<file path="config.mk">
export PLATFORM = sky130hd
export DESIGN_NAME = abnenc_top
export DESIGN_NICKNAME = d
export VERILOG_FILES = /design/src/rtl/abnenc_pkg.sv /design/src/rtl/abnenc_top.sv
export SDC_FILE = /design/constraint.sdc
export NUM_CORES = 1
export LEC_CHECK = 0
export BUFFER_PORTS_ARGS = -buffer_cell sky130_fd_sc_hd__buf_2
export CELL_PAD_IN_SITES_DETAIL_PLACEMENT = 1
export CELL_PAD_IN_SITES_GLOBAL_PLACEMENT = 2
export CORE_MARGIN = 5
export CORE_UTILIZATION = 35
export DETAILED_ROUTE_END_ITERATION = 12
export GPL_ROUTABILITY_DRIVEN = 0
export GPL_TIMING_DRIVEN = 0
export PLACE_DENSITY = 0.75
export SETUP_SLACK_MARGIN = 0.05
export SLEW_MARGIN = 15
export SYNTH_ARGS = -nofsm -noshare
export SYNTH_HDL_FRONTEND = slang
export SYNTH_SLANG_ARGS = --single-unit
</file>
<file path="constraint.sdc">
create_clock -name ref_clk -period 8.3 [get_ports ref_clk]
set_input_delay 0.83 -clock ref_clk [delete_from_list [all_inputs] [get_ports ref_clk]]
set_output_delay 0.83 -clock ref_clk [all_outputs]
set_load 0.005 [all_outputs]
</file>
<file path="src/rtl/abnenc_pkg.sv">
// Package with register map, field positions and reset values of the ABN encoder counter.
package abnenc_pkg;

    // ------------------------------------------------------------
    // Register offsets
    // ------------------------------------------------------------
    localparam logic [7:0] ADDR_MODE    = 8'h00;
    localparam logic [7:0] ADDR_CONST   = 8'h04;
    localparam logic [7:0] ADDR_POS     = 8'h08;
    localparam logic [7:0] ADDR_LATCH   = 8'h0C;
    localparam logic [7:0] ADDR_STATUS  = 8'h10;
    localparam logic [7:0] ADDR_MASK    = 8'h14;

    // ------------------------------------------------------------
    // Mode register field positions
    // ------------------------------------------------------------
    localparam int MODE_POL_A     = 0;
    localparam int MODE_POL_B     = 1;
    localparam int MODE_POL_N     = 2;
    localparam int MODE_IGNORE_AB = 3;
    localparam int MODE_CLR_CONT  = 4;
    localparam int MODE_CLR_ONCE  = 5;
    localparam int MODE_POS_EDGE  = 6;
    localparam int MODE_NEG_EDGE  = 7;
    localparam int MODE_CLR_ENC   = 8;
    localparam int MODE_LATCH_X   = 9;
    localparam int MODE_DECIMAL   = 10;
    localparam int MODE_INV_A     = 11;
    localparam int MODE_INV_B     = 12;
    localparam int MODE_W         = 13;

    // Status bits.
    localparam int ST_N_EVENT   = 0;
    localparam int ST_DEVIATE   = 1;
    localparam int ST_W         = 2;

    // ------------------------------------------------------------
    // Reset values and timing
    // ------------------------------------------------------------
    localparam logic [MODE_W-1:0] MODE_RST  = 13'h0000;
    localparam logic [31:0]       CONST_RST = 32'h0001_0000;
    localparam logic [ST_W-1:0]   MASK_RST  = 2'h0;
    localparam int                FILT_CYC  = 3;
    localparam logic [15:0]       DEC_BASE  = 16'h2710;

    // Filtered encoder inputs.
    typedef struct packed {
        logic a;
        logic b;
        logic n;
    } abnenc_abn_t;

    // APB request bundle.
    typedef struct packed {
        logic        sel;
        logic        enable;
        logic        write;
        logic [7:0]  addr;
        logic [31:0] wdata;
    } abnenc_apb_req_t;

endpackage

</file>
<file path="src/rtl/abnenc_top.sv">
// ABN incremental encoder counter with APB register access.
//
// Local design decisions: the register offsets and the APB slave port.
`timescale 1ns/1ps
module abnenc_top
    import abnenc_pkg::*;
#(
    parameter int FILT_LEN = FILT_CYC
) (
    input  wire logic        ref_clk,
    input  wire logic        reset_n,
    input  wire logic        psel,
    input  wire logic        penable,
    input  wire logic        pwrite,
    input  wire logic [7:0]  paddr,
    input  wire logic [31:0] pwdata,
    output logic      [31:0] prdata,
    output logic             pready,
    output logic             pslverr,
    input  wire logic        enc_a,
    input  wire logic        enc_b,
    input  wire logic        enc_n,
    output logic             irq
);

    // ------------------------------------------------------------
    // Input filter
    // ------------------------------------------------------------
    // A level is accepted only once it has stood for FILT_LEN clocks, so a
    // spike shorter than that never reaches the decoder; this bounds the rate.
    logic [2:0]  raw_in;
    abnenc_abn_t filt_q;
    logic [2:0]  filt_d;
    logic [2:0][FILT_LEN-1:0] hist_q;
    logic [2:0][FILT_LEN-1:0] hist_d;

    assign raw_in = {enc_a, enc_b, enc_n};

    genvar gi;
    generate
        for (gi = 0; gi < 3; gi++) begin : g_filt
            always_comb begin
                hist_d[gi] = {hist_q[gi][FILT_LEN-2:0], raw_in[2-gi]};
                filt_d[2-gi] = filt_q[2-gi];
                if (&hist_q[gi]) begin
                    filt_d[2-gi] = 1'b1;
                end else if (~|hist_q[gi]) begin
                    filt_d[2-gi] = 1'b0;
                end
            end
        end
    endgenerate

    always_ff @(posedge ref_clk or negedge reset_n) begin
        if (!reset_n) begin
            hist_q <= '0;
            filt_q <= '0;
        end else begin
            hist_q <= hist_d;
            filt_q <= filt_d;
        end
    end

    // ------------------------------------------------------------
    // Registers and counter state
    // ------------------------------------------------------------
    logic [MODE_W-1:0] mode_q, mode_d;
    logic [31:0]       const_q, const_d;
    logic [31:0]       pos_q, pos_d;
    logic [31:0]       latch_q, latch_d;
    logic [ST_W-1:0]   status_q, status_d;
    logic [ST_W-1:0]   mask_q, mask_d;
    logic [15:0]       frac_q, frac_d;
    logic              prev_a_q, prev_b_q, prev_n_q;
    logic              irq_q, irq_d;
    logic [31:0]       prdata_q, prdata_d;
    logic              pready_q, pready_d;
    logic              pslverr_q, pslverr_d;

    // Applies configured polarity to a filtered channel.
    function automatic logic pol_apply(input logic lvl, input logic inv);
        return lvl ^ inv;
    endfunction

    logic a_eff, b_eff, n_eff;
    logic a_chg, b_chg, step_up, step_dn, step_ok;
    logic n_edge, n_active, ab_ok, n_event;
    logic clr_fire, latch_fire;
    logic neg_const;
    logic [15:0] int_mag, frac_mag;
    logic [16:0] frac_sum;
    logic        carry;
    logic        wr_acc, rd_acc;

    always_comb begin
        a_eff = pol_apply(filt_q.a, mode_q[MODE_INV_A]);
        b_eff = pol_apply(filt_q.b, mode_q[MODE_INV_B]);
        n_eff = pol_apply(filt_q.n, mode_q[MODE_POL_N]);
        a_chg = a_eff != prev_a_q;
        b_chg = b_eff != prev_b_q;
        step_ok = a_chg ^ b_chg;
        // Forward when A moves to differ from B, or B moves to equal A.
        step_up = step_ok & ((a_chg & (a_eff != b_eff)) | (b_chg & (a_eff == b_eff)));
        step_dn = step_ok & ~step_up;
        neg_const = const_q[31];
        n_edge = (mode_q[MODE_POS_EDGE] & n_eff & ~prev_n_q)
               | (mode_q[MODE_NEG_EDGE] & ~n_eff & prev_n_q);
        n_active = (mode_q[MODE_POS_EDGE] | mode_q[MODE_NEG_EDGE]) ? n_edge : n_eff;
        ab_ok = mode_q[MODE_IGNORE_AB]
              | ((a_eff == mode_q[MODE_POL_A]) & (b_eff == mode_q[MODE_POL_B]));
        n_event = n_active & ab_ok & (mode_q[MODE_CLR_CONT] | mode_q[MODE_CLR_ONCE]);
        clr_fire = n_event & mode_q[MODE_CLR_ENC];
        latch_fire = n_event & (mode_q[MODE_LATCH_X] | mode_q[MODE_CLR_ENC]);
    end

    // Magnitude of the constant: integer part and fraction part.
    always_comb begin
        if (!neg_const) begin
            int_mag  = const_q[31:16];
            frac_mag = const_q[15:0];
        end else if (mode_q[MODE_DECIMAL]) begin
            // Decimal negative: stored as (2^16-(F+1)).(10000-D).
            int_mag  = 16'(~const_q[31:16]);
            frac_mag = (const_q[15:0] == 16'h0000) ? 16'h0000 : 16'(DEC_BASE - const_q[15:0]);
            if (const_q[15:0] == 16'h0000) begin
                int_mag = 16'(int_mag + 16'h0001);
            end
        end else begin
            {int_mag, frac_mag} = 32'(-const_q);
        end
    end

    // Accumulation of position with fractional carry.
    always_comb begin
        pos_d = pos_q;
        frac_d = frac_q;
        frac_sum = '0;
        carry = 1'b0;
        if (step_up ^ neg_const ? step_ok : 1'b0) begin
            frac_sum = {1'b0, frac_q} + {1'b0, frac_mag};
            if (mode_q[MODE_DECIMAL]) begin
                carry = frac_sum >= {1'b0, DEC_BASE};
                frac_d = carry ? 16'(frac_sum - {1'b0, DEC_BASE}) : frac_sum[15:0];
            end else begin
                carry = frac_sum[16];
                frac_d = frac_sum[15:0];
            end
            pos_d = pos_q + {16'h0000, int_mag} + {31'h0, carry};
        end else if (step_ok) begin
            if (mode_q[MODE_DECIMAL]) begin
                carry = frac_q < frac_mag;
                frac_d = carry ? 16'(frac_q + DEC_BASE - frac_mag) : 16'(frac_q - frac_mag);
            end else begin
                frac_sum = {1'b0, frac_q} - {1'b0, frac_mag};
                carry = frac_sum[16];
                frac_d = frac_sum[15:0];
            end
            pos_d = pos_q - {16'h0000, int_mag} - {31'h0, carry};
        end
        if (wr_acc && paddr == ADDR_POS) begin
            pos_d = pwdata;
            frac_d = '0;
        end
        if (clr_fire) begin
            pos_d = '0;
            frac_d = '0;
        end
    end

    // ------------------------------------------------------------
    // APB slave and control registers
    // ------------------------------------------------------------
    // One wait state: pready rises a cycle into the access phase, and a write lands
    // only at the edge where the master sees pready high.
    assign wr_acc = psel & penable & pwrite & pready_q;
    assign rd_acc = psel & ~penable;

    always_comb begin
        mode_d = mode_q;
        const_d = const_q;
        mask_d = mask_q;
        latch_d = latch_q;
        status_d = status_q;
        prdata_d = prdata_q;
        pready_d = 1'b0;
        pslverr_d = 1'b0;
        if (psel && penable && !pready_q) begin
            pready_d = 1'b1;
            pslverr_d = !(paddr inside {ADDR_MODE, ADDR_CONST, ADDR_POS, ADDR_LATCH,
                                        ADDR_STATUS, ADDR_MASK});
        end
        if (wr_acc) begin
            case (paddr)
                ADDR_MODE:   mode_d = pwdata[MODE_W-1:0];
                ADDR_CONST:  const_d = pwdata;
                ADDR_STATUS: status_d = status_q & ~pwdata[ST_W-1:0];
                ADDR_MASK:   mask_d = pwdata[ST_W-1:0];
                default:     mode_d = mode_q;
            endcase
        end
        if (rd_acc) begin
            case (paddr)
                ADDR_MODE:   prdata_d = {19'h0, mode_q};
                ADDR_CONST:  prdata_d = const_q;
                ADDR_POS:    prdata_d = pos_q;
                ADDR_LATCH:  prdata_d = latch_q;
                ADDR_STATUS: prdata_d = {30'h0, status_q};
                ADDR_MASK:   prdata_d = {30'h0, mask_q};
                default:     prdata_d = 32'h0000_0000;
            endcase
        end
        if (latch_fire) begin
            latch_d = pos_q;
        end
        if (n_event) begin
            status_d[ST_N_EVENT] = 1'b1;
        end
        if (n_event && mode_q[MODE_CLR_ONCE]) begin
            mode_d[MODE_CLR_ONCE] = 1'b0;
        end
        irq_d = |(status_d & mask_d);
    end

    always_ff @(posedge ref_clk or negedge reset_n) begin
        if (!reset_n) begin
            mode_q    <= MODE_RST;
            const_q   <= CONST_RST;
            pos_q     <= '0;
            frac_q    <= '0;
            latch_q   <= '0;
            status_q  <= '0;
            mask_q    <= MASK_RST;
            prev_a_q  <= 1'b0;
            prev_b_q  <= 1'b0;
            prev_n_q  <= 1'b0;
            irq_q     <= 1'b0;
            prdata_q  <= '0;
            pready_q  <= 1'b0;
            pslverr_q <= 1'b0;
        end else begin
            mode_q    <= mode_d;
            const_q   <= const_d;
            pos_q     <= pos_d;
            frac_q    <= frac_d;
            latch_q   <= latch_d;
            status_q  <= status_d;
            mask_q    <= mask_d;
            prev_a_q  <= a_eff;
            prev_b_q  <= b_eff;
            prev_n_q  <= n_eff;
            irq_q     <= irq_d;
            prdata_q  <= prdata_d;
            pready_q  <= pready_d;
            pslverr_q <= pslverr_d;
        end
    end

    assign prdata = prdata_q;
    assign pready = pready_q;
    assign pslverr = pslverr_q;
    assign irq = irq_q;

    // ------------------------------------------------------------
    // Assertions
    // ------------------------------------------------------------
    a_clear_on_index: assert property (@(posedge ref_clk) disable iff (!reset_n)
        clr_fire |=> pos_q == 32'h0)
        else $error("Position not cleared on index event.");
    a_once_disarm: assert property (@(posedge ref_clk) disable iff (!reset_n)
        (n_event && mode_q[MODE_CLR_ONCE] && !wr_acc) |=> !mode_q[MODE_CLR_ONCE])
        else $error("Single-shot option still armed after index.");
    a_latch_copy: assert property (@(posedge ref_clk) disable iff (!reset_n)
        latch_fire |=> latch_q == $past(pos_q))
        else $error("Latch does not hold position at index.");
    a_status_set: assert property (@(posedge ref_clk) disable iff (!reset_n)
        n_event |=> status_q[ST_N_EVENT])
        else $error("Index status bit not set.");
    a_no_arm_idle: assert property (@(posedge ref_clk) disable iff (!reset_n)
        (!mode_q[MODE_CLR_CONT] && !mode_q[MODE_CLR_ONCE]) |-> !n_event)
        else $error("Index acted while options disabled.");
    a_ab_gate: assert property (@(posedge ref_clk) disable iff (!reset_n)
        (n_event && !mode_q[MODE_IGNORE_AB]) |-> a_eff == mode_q[MODE_POL_A]
            && b_eff == mode_q[MODE_POL_B])
        else $error("Index accepted outside A/B gate.");
    a_double_ignored: assert property (@(posedge ref_clk) disable iff (!reset_n)
        (a_chg && b_chg && !clr_fire && !wr_acc) |=> pos_q == $past(pos_q))
        else $error("Position moved on double transition.");
    a_filter_spike: assert property (@(posedge ref_clk) disable iff (!reset_n)
        $changed(filt_q.a) |-> $past(raw_in[2], 2) == filt_q.a
            && $past(raw_in[2], 3) == filt_q.a && $past(raw_in[2], 4) == filt_q.a)
        else $error("Filtered A changed before input stood three clocks.");
    a_unit_step: assert property (@(posedge ref_clk) disable iff (!reset_n)
        (step_up && const_q == 32'h0001_0000 && !clr_fire && !wr_acc)
            |=> pos_q == $past(pos_q) + 32'h1)
        else $error("Unit constant did not count up by one.");
    a_irq_level: assert property (@(posedge ref_clk) disable iff (!reset_n)
        (|(status_q & mask_q)) |-> ##[0:1] irq_q)
        else $error("Interrupt missing with unmasked status.");

    c_clear: cover property (@(posedge ref_clk) disable iff (!reset_n) clr_fire);
    c_latch_only: cover property (@(posedge ref_clk) disable iff (!reset_n)
        latch_fire && !clr_fire);
    c_count_down: cover property (@(posedge ref_clk) disable iff (!reset_n) step_dn);
    c_irq: cover property (@(posedge ref_clk) disable iff (!reset_n) irq_q);

endmodule

</file>
# Word level (Yosys, flattened, before mapping)
# Index checks and enable logic that the tools add are counted.
# op_classes
add_sub_neg	13
order_cmp	2
n_eq_ne	14
muxes	42
bitwise	34
reduce_logical	22
# ops
op	count
$mux 16	14
$pmux 32 s6	1
$mux 32	4
$add 32x1->32	1
$add 32x16->32	1
$neg 32->32	1
$sub 16x16->16	2
$sub 32x1->32	1
$sub 32x16->32	1
$add 16x16->17	1
$ge 17x14->1 const B	1
$mux 1	17
$sub 16x16->17	1
$add 16x1->16 const B	1
$add 16x14->16 const B	1
$and 1x1->1	16
$eq 8x4->1 const B	2
$eq 8x5->1 const B	2
$logic_not 16->1	1
$lt 16x16->1	1
$not 16->16	1
$sub 14x16->16 const A	1
$sub 16x14->16 const B	1
$mux 6	2
other kinds (20)	52
# totals
ff_bits	179
input_bits	48
out_inout_bits	35
elab_cells	148

# Depth between registers and ports, before layout
# depth
ltp_word	13
mapped_depth	39
ltp_nobuf	37

# Worst setup path before layout
# Ideal clock, no wire load.
# synth_path
path_kind	flip-flop to flip-flop
start	register const_q[10]
end	register pos_q[28]
setup_ps	82
arrival_ps	7487
t_required_ps	8218
setup_slack_ps	731
stages_incl_launch_ff	35
n_path_buf	1
synth_period_minus_slack_ps	7569
path_cell_list	dfrtp_1 or3_1 or4_4 nor4_2 nor2_1 a221oi_1 nand2b_1 o21ai_0 ha_1 buf_2 inv_1 a21o_1 a31o_2 a211o_1 a21oi_1 o21ai_0 a31oi_1 or3_1 a31oi_1 fa_1 inv_1 ha_1 or2_2 fa_1 nand2b_1 a21oi_2 o21bai_1 a41o_1 a41oi_2 o21ai_1 a211o_1 nor4_2 a31oi_1 or3_1 a31oi_1
# synth_via
elab_chain_len	13
word_cells_on_any_way	26
classes_between	8 x add/sub; 2 x order compare; 15 x mux; 1 x reduce/logical
# synth_rtl
element	line	text
start: declaration	abnenc_top.sv:68	logic [31:0] const_q, const_d;
start signal: assignment	abnenc_top.sv:242	const_q <= const_d;
parallel branches: the longest is 10 deep, another holds $neg 32->32	-	
$mux 32 *	abnenc_top.sv:139	if (step_up ^ neg_const ? step_ok : 1'b0) begin
$mux 32 *	abnenc_top.sv:160	if (wr_acc && paddr == ADDR_POS) begin
$mux 32 *	abnenc_top.sv:164	if (clr_fire) begin
end signal: assignment	abnenc_top.sv:243	pos_q <= pos_d;
end: declaration	abnenc_top.sv:69	logic [31:0] pos_q, pos_d;
# Mark *: on every way between the ends. The select of a mux whose other input is x is not followed.
# A chain may end at the register's enable or synchronous reset.

# Final worst setup path
# Ends and elaborated chain as after synthesis.

==> results.txt <==
For this configuration, the core starts out at a cell density of 0.352. The maximum level of the CTS H-tree came out at 4. The tightest min-delay check is of the input port to asynchronous set/reset pin type. The number of global-route vias before repair came out at 13300.

The largest driver fanout on the critical path came out at 4. The kind of launch point of the worst setup path is a register. Setup violations remaining at the end of the flow were counted as 0. The switching part of the total came out at 0.456. In the synthesized netlist, the cells that appear most often are sky130_fd_sc_hd__dfrtp_1, sky130_fd_sc_hd__inv_1, sky130_fd_sc_hd__nand2_1, sky130_fd_sc_hd__nor2_1, sky130_fd_sc_hd__ha_1.

The maximum clock frequency came out at 124 MHz. After detailed routing, the number of vias per cell comes to 5.62. The library cell contributing the largest single delay on the critical path is sky130_fd_sc_hd__or4_4. The number of buffers and inverters on the critical path is 3.

The total overflow left after global routing is 0. The type of destination of the critical path is a register. The primary flip-flop cell chosen by synthesis mapping is sky130_fd_sc_hd__dfrtp_1. The clock-pin slew on the worst setup and hold paths is about 0.080 ns. The total count of max-transition violations in the final report came out at 0. The cts-stage hold buffer count came out at 0.

After synthesis, the largest family of logic cells by area is compound AO/OA/AOI/OAI gates. In this run the standard cell core region covers 0.0406 mm^2. The run finished with clean final reports. The number of maximum-capacitance constraint violations is 0.

The count of input and output buffers came out at just over 80. The sequential cell fraction of total power is 0.262. The clock tree skew after final layout came out at 0.00942 ns. For the worst setup path, the data required time is 8.68 ns. In this run the remaining antenna-violating nets after routing total 0.

The complex-gate fraction of the synthesized area is 0.206. The smallest setup slack after layout is ~0.27 ns. The routed design could run at a clock period as short as 8.03 ns.

The reg2reg setup slack came out at 0.27 ns. The clock reaches the later pin of the worst-skew pair after 0.46 ns. For this run, design rule violations remaining after detail routing come to 0. Counting flops and latches in the post-synthesis netlist gives 179. The sum of negative setup slack came out at 0 ns. In this run the vertical extent of the chip is 212 um. Summed over all nets, the switching power comes to 1.99 mW.

The number of synthesized flops with an enable pin came out at 0. After the first detailed-routing iteration, the DRC count stood at 759. The count of boundary I/O pins came out at 83.

The synthesis-to-layout area growth came out at 15.7%. The combinational share of power is 0.544. The netlist area before placement is 0.0143 mm^2. The tightest slew margin relative to the limit is 0.235. The count of non-filler cells in the finished layout is ~2300.

The count of unique library cells instantiated by Yosys is 95. The tree is rooted in a sky130_fd_sc_hd__clkbuf_16. The final layout net count is 1903.

The synthesized instance count is 1607. The largest single stage delay on the critical path is 0.52 ns. After detailed routing, the average wire length per cell comes to 23.3 um. The CTS tree is done. The global router's overall resource usage is 0.233.

For this run, the register share of the synthesized area comes to 0.313. The leakage power figure is 7.37 nW. The net count after synthesis is around 1800.

The share of layout cells above drive strength 1 is 0.198. The critical path is of the register to register type. Measured along the x axis, the die boundary spans ~210 um.

At the pin with the least slew margin, the transition time is 1.14 ns. In the finished design, the share of the clock period the worst path needs comes to 0.968. At the worst endpoint, the arrival time is 8.42 ns. The number of vias after detailed routing came out at ~13000.

The largest buffer count on any clock path came out at 2. The average instance in the mapped netlist occupies 8.91 um^2. The number of cells after detailed placement came out at 2222. The initial antenna violation count is 1. The utilization after layout is 0.407. The total number of clock tree sinks is 179. The share of synthesized area spent on multiplexers is 0.101. The synthesis warning total is 0.

The number of placement rows is 74. sky130_fd_sc_hd__dfrtp_1 takes more of the synthesized area than any other cell. The largest net degree at the start of global routing is 96.

The portion of synthesized cell area occupied by the leading cell type came out at 0.311. The first-pass GRT wire length came out at 80400 um. Once detailed placement completed, the half-perimeter wirelength came to 42400 um.

The count of final hold-check violations is 0. The xor/xnor cell area share of the yosys netlist came out at 0.0635. Among all cell types in the netlist, the one instantiated most often is sky130_fd_sc_hd__dfrtp_1.

Of the total synthesized cell area, the portion taken by full adders, half adders and majority gates is 0.117. The cell family contributing the most delay on the critical path is simple AND/OR/NAND/NOR gates. The power per cell area is roughly 260 mW/mm^2.

The floorplan die area came out at 0.0450 mm^2. The pre-CTS worst setup slack came out at -1.40 ns. The number of buffers inserted during clock tree synthesis is 17.

The first detailed-routing pass ran for 5 iterations. The async set or reset register ratio after synthesis came out at 1.00. The internal power of the cells totals 2.36 mW.

Ranked by total cell area, the synthesized netlist is headed by sky130_fd_sc_hd__dfrtp_1, sky130_fd_sc_hd__ha_1, sky130_fd_sc_hd__mux2_2, sky130_fd_sc_hd__xnor2_1, sky130_fd_sc_hd__a21oi_1. The maximum ir drop on the vdd rail came out at 204 uV. The total wirelength of the detailed-routed design is roughly 53000 um. The clock network power share came out at 0.195. The basic-gate share of the synthesized area counting and, or, nand and nor cells is 0.143.
## flip-flops by register name, summed over array words and instances, names as in the netlist
| signal | flops |
|---|---|
| pslverr | 1 |
| prev_n_q | 1 |
| status_q | 2 |
| pready | 1 |
| hist_q | 3 |
| irq | 1 |
| prev_b_q | 1 |
| const_q | 32 |
| prev_a_q | 1 |
| hist_d | 6 |
| latch_q | 32 |
| prdata | 32 |
| filt_q | 3 |
| mode_q | 13 |
| pos_q | 32 |
| mask_q | 2 |
| frac_q | 16 |
## cell type report
class / instances / area (um^2)
diodes: 1 / 2.50
plain buffers: 81 / 355
clock buffers: 17 / 425
clock inverters: 15 / 171
fillers: 4778 / 24100
inverters: 132 / 499
multi-input cells: 1214 / 9300
flip-flops and latches: 179 / 4480
well taps: 532 / 666
repair buffers: 107 / 651
## repair_timing
item,in CTS,in global routing
setup endpoints to repair,27,16
buffers inserted,8,16
resized for setup,25,58
pin swaps,12,30
## worst paths after layout
| path | to | start | cells after the start |
|---|---|---|---|
| max | pos_q[28] | const_q[10] | 33 |
| min | frac_q[2] | reset_n | 1 |
| max reg2reg | pos_q[28] | const_q[10] | 33 |
| min reg2reg | hist_d[8] | hist_d[7] | 0 |
| max in group asynchronous | const_q[16] | reset_n | 3 |
| min in group ref_clk | hist_d[8] | hist_d[7] | 0 |
## metal layers
metal / vias to the layer above / track usage / routed length, um
li1: 5963 / - / -
met1: 6536 / 0.308 / 23600
met2: 236 / 0.407 / 26600
met3: 58 / 0.0254 / 1500
met4: 0 / 0.0636 / 1310
met5: - / 0 / 0
## cells by family (layout without fill, tap and decap cells)
group | after synthesis | in the layout
AND/OR/NAND/NOR | 430 | 430
other | 0 | 1
AO/OA/AOI/OAI | 441 | 441
buffers and inverters | 214 | 352
multiplexers | 117 | 117
XOR/XNOR | 102 | 102
flip-flops | 179 | 179
adder cells (fa/ha/maj) | 124 | 124
## through the flow
step	area (um^2)	total power [mW]	hold WS (ns)
floorplan	14300	2.71	0.354
global placement	15400	3.32	0.356
detailed placement	15400	3.37	0.371
CTS	16200	4.28	0.158
global route	16600	4.67	0.161
finish	16600	4.35	0.169
## worst register-to-register path, delay by kind of cell, from the launching register on
kind	cells	cell delay, ns
AOI/OAI and AO/OA	14	2.83
adders and majority gates	5	1.56
buffers and inverters	3	0.29
DFF	1	0.43
and+or+nand+nor	11	2.87
## layout by cell type, fill, tap and decap left out, drive strengths merged, types with 23 or more instances in the layout
| cell | count |
|---|---|
| xor2 | 24 |
| nand2 | 130 |
| a211oi | 26 |
| mux2 | 95 |
| buf | 136 |
| o21ai | 112 |
| ha | 107 |
| clkbuf | 69 |
| a31oi | 23 |
| xnor2 | 78 |
| dfrtp | 178 |
| nor3 | 40 |
| nor2 | 126 |
| a21oi | 103 |
| nand3 | 24 |
| inv | 135 |
## power groups by stage
stage	clock network, mW	logic (mW)	registers (mW)
after global placement	0	2.17	1.15
after detailed placement	0	2.21	1.15
after floorplan	0	1.63	1.08
final	0.847	2.36	1.14
after global routing	0.901	2.62	1.15
after CTS	0.862	2.28	1.14
Power figures use the tool's default switching activity.
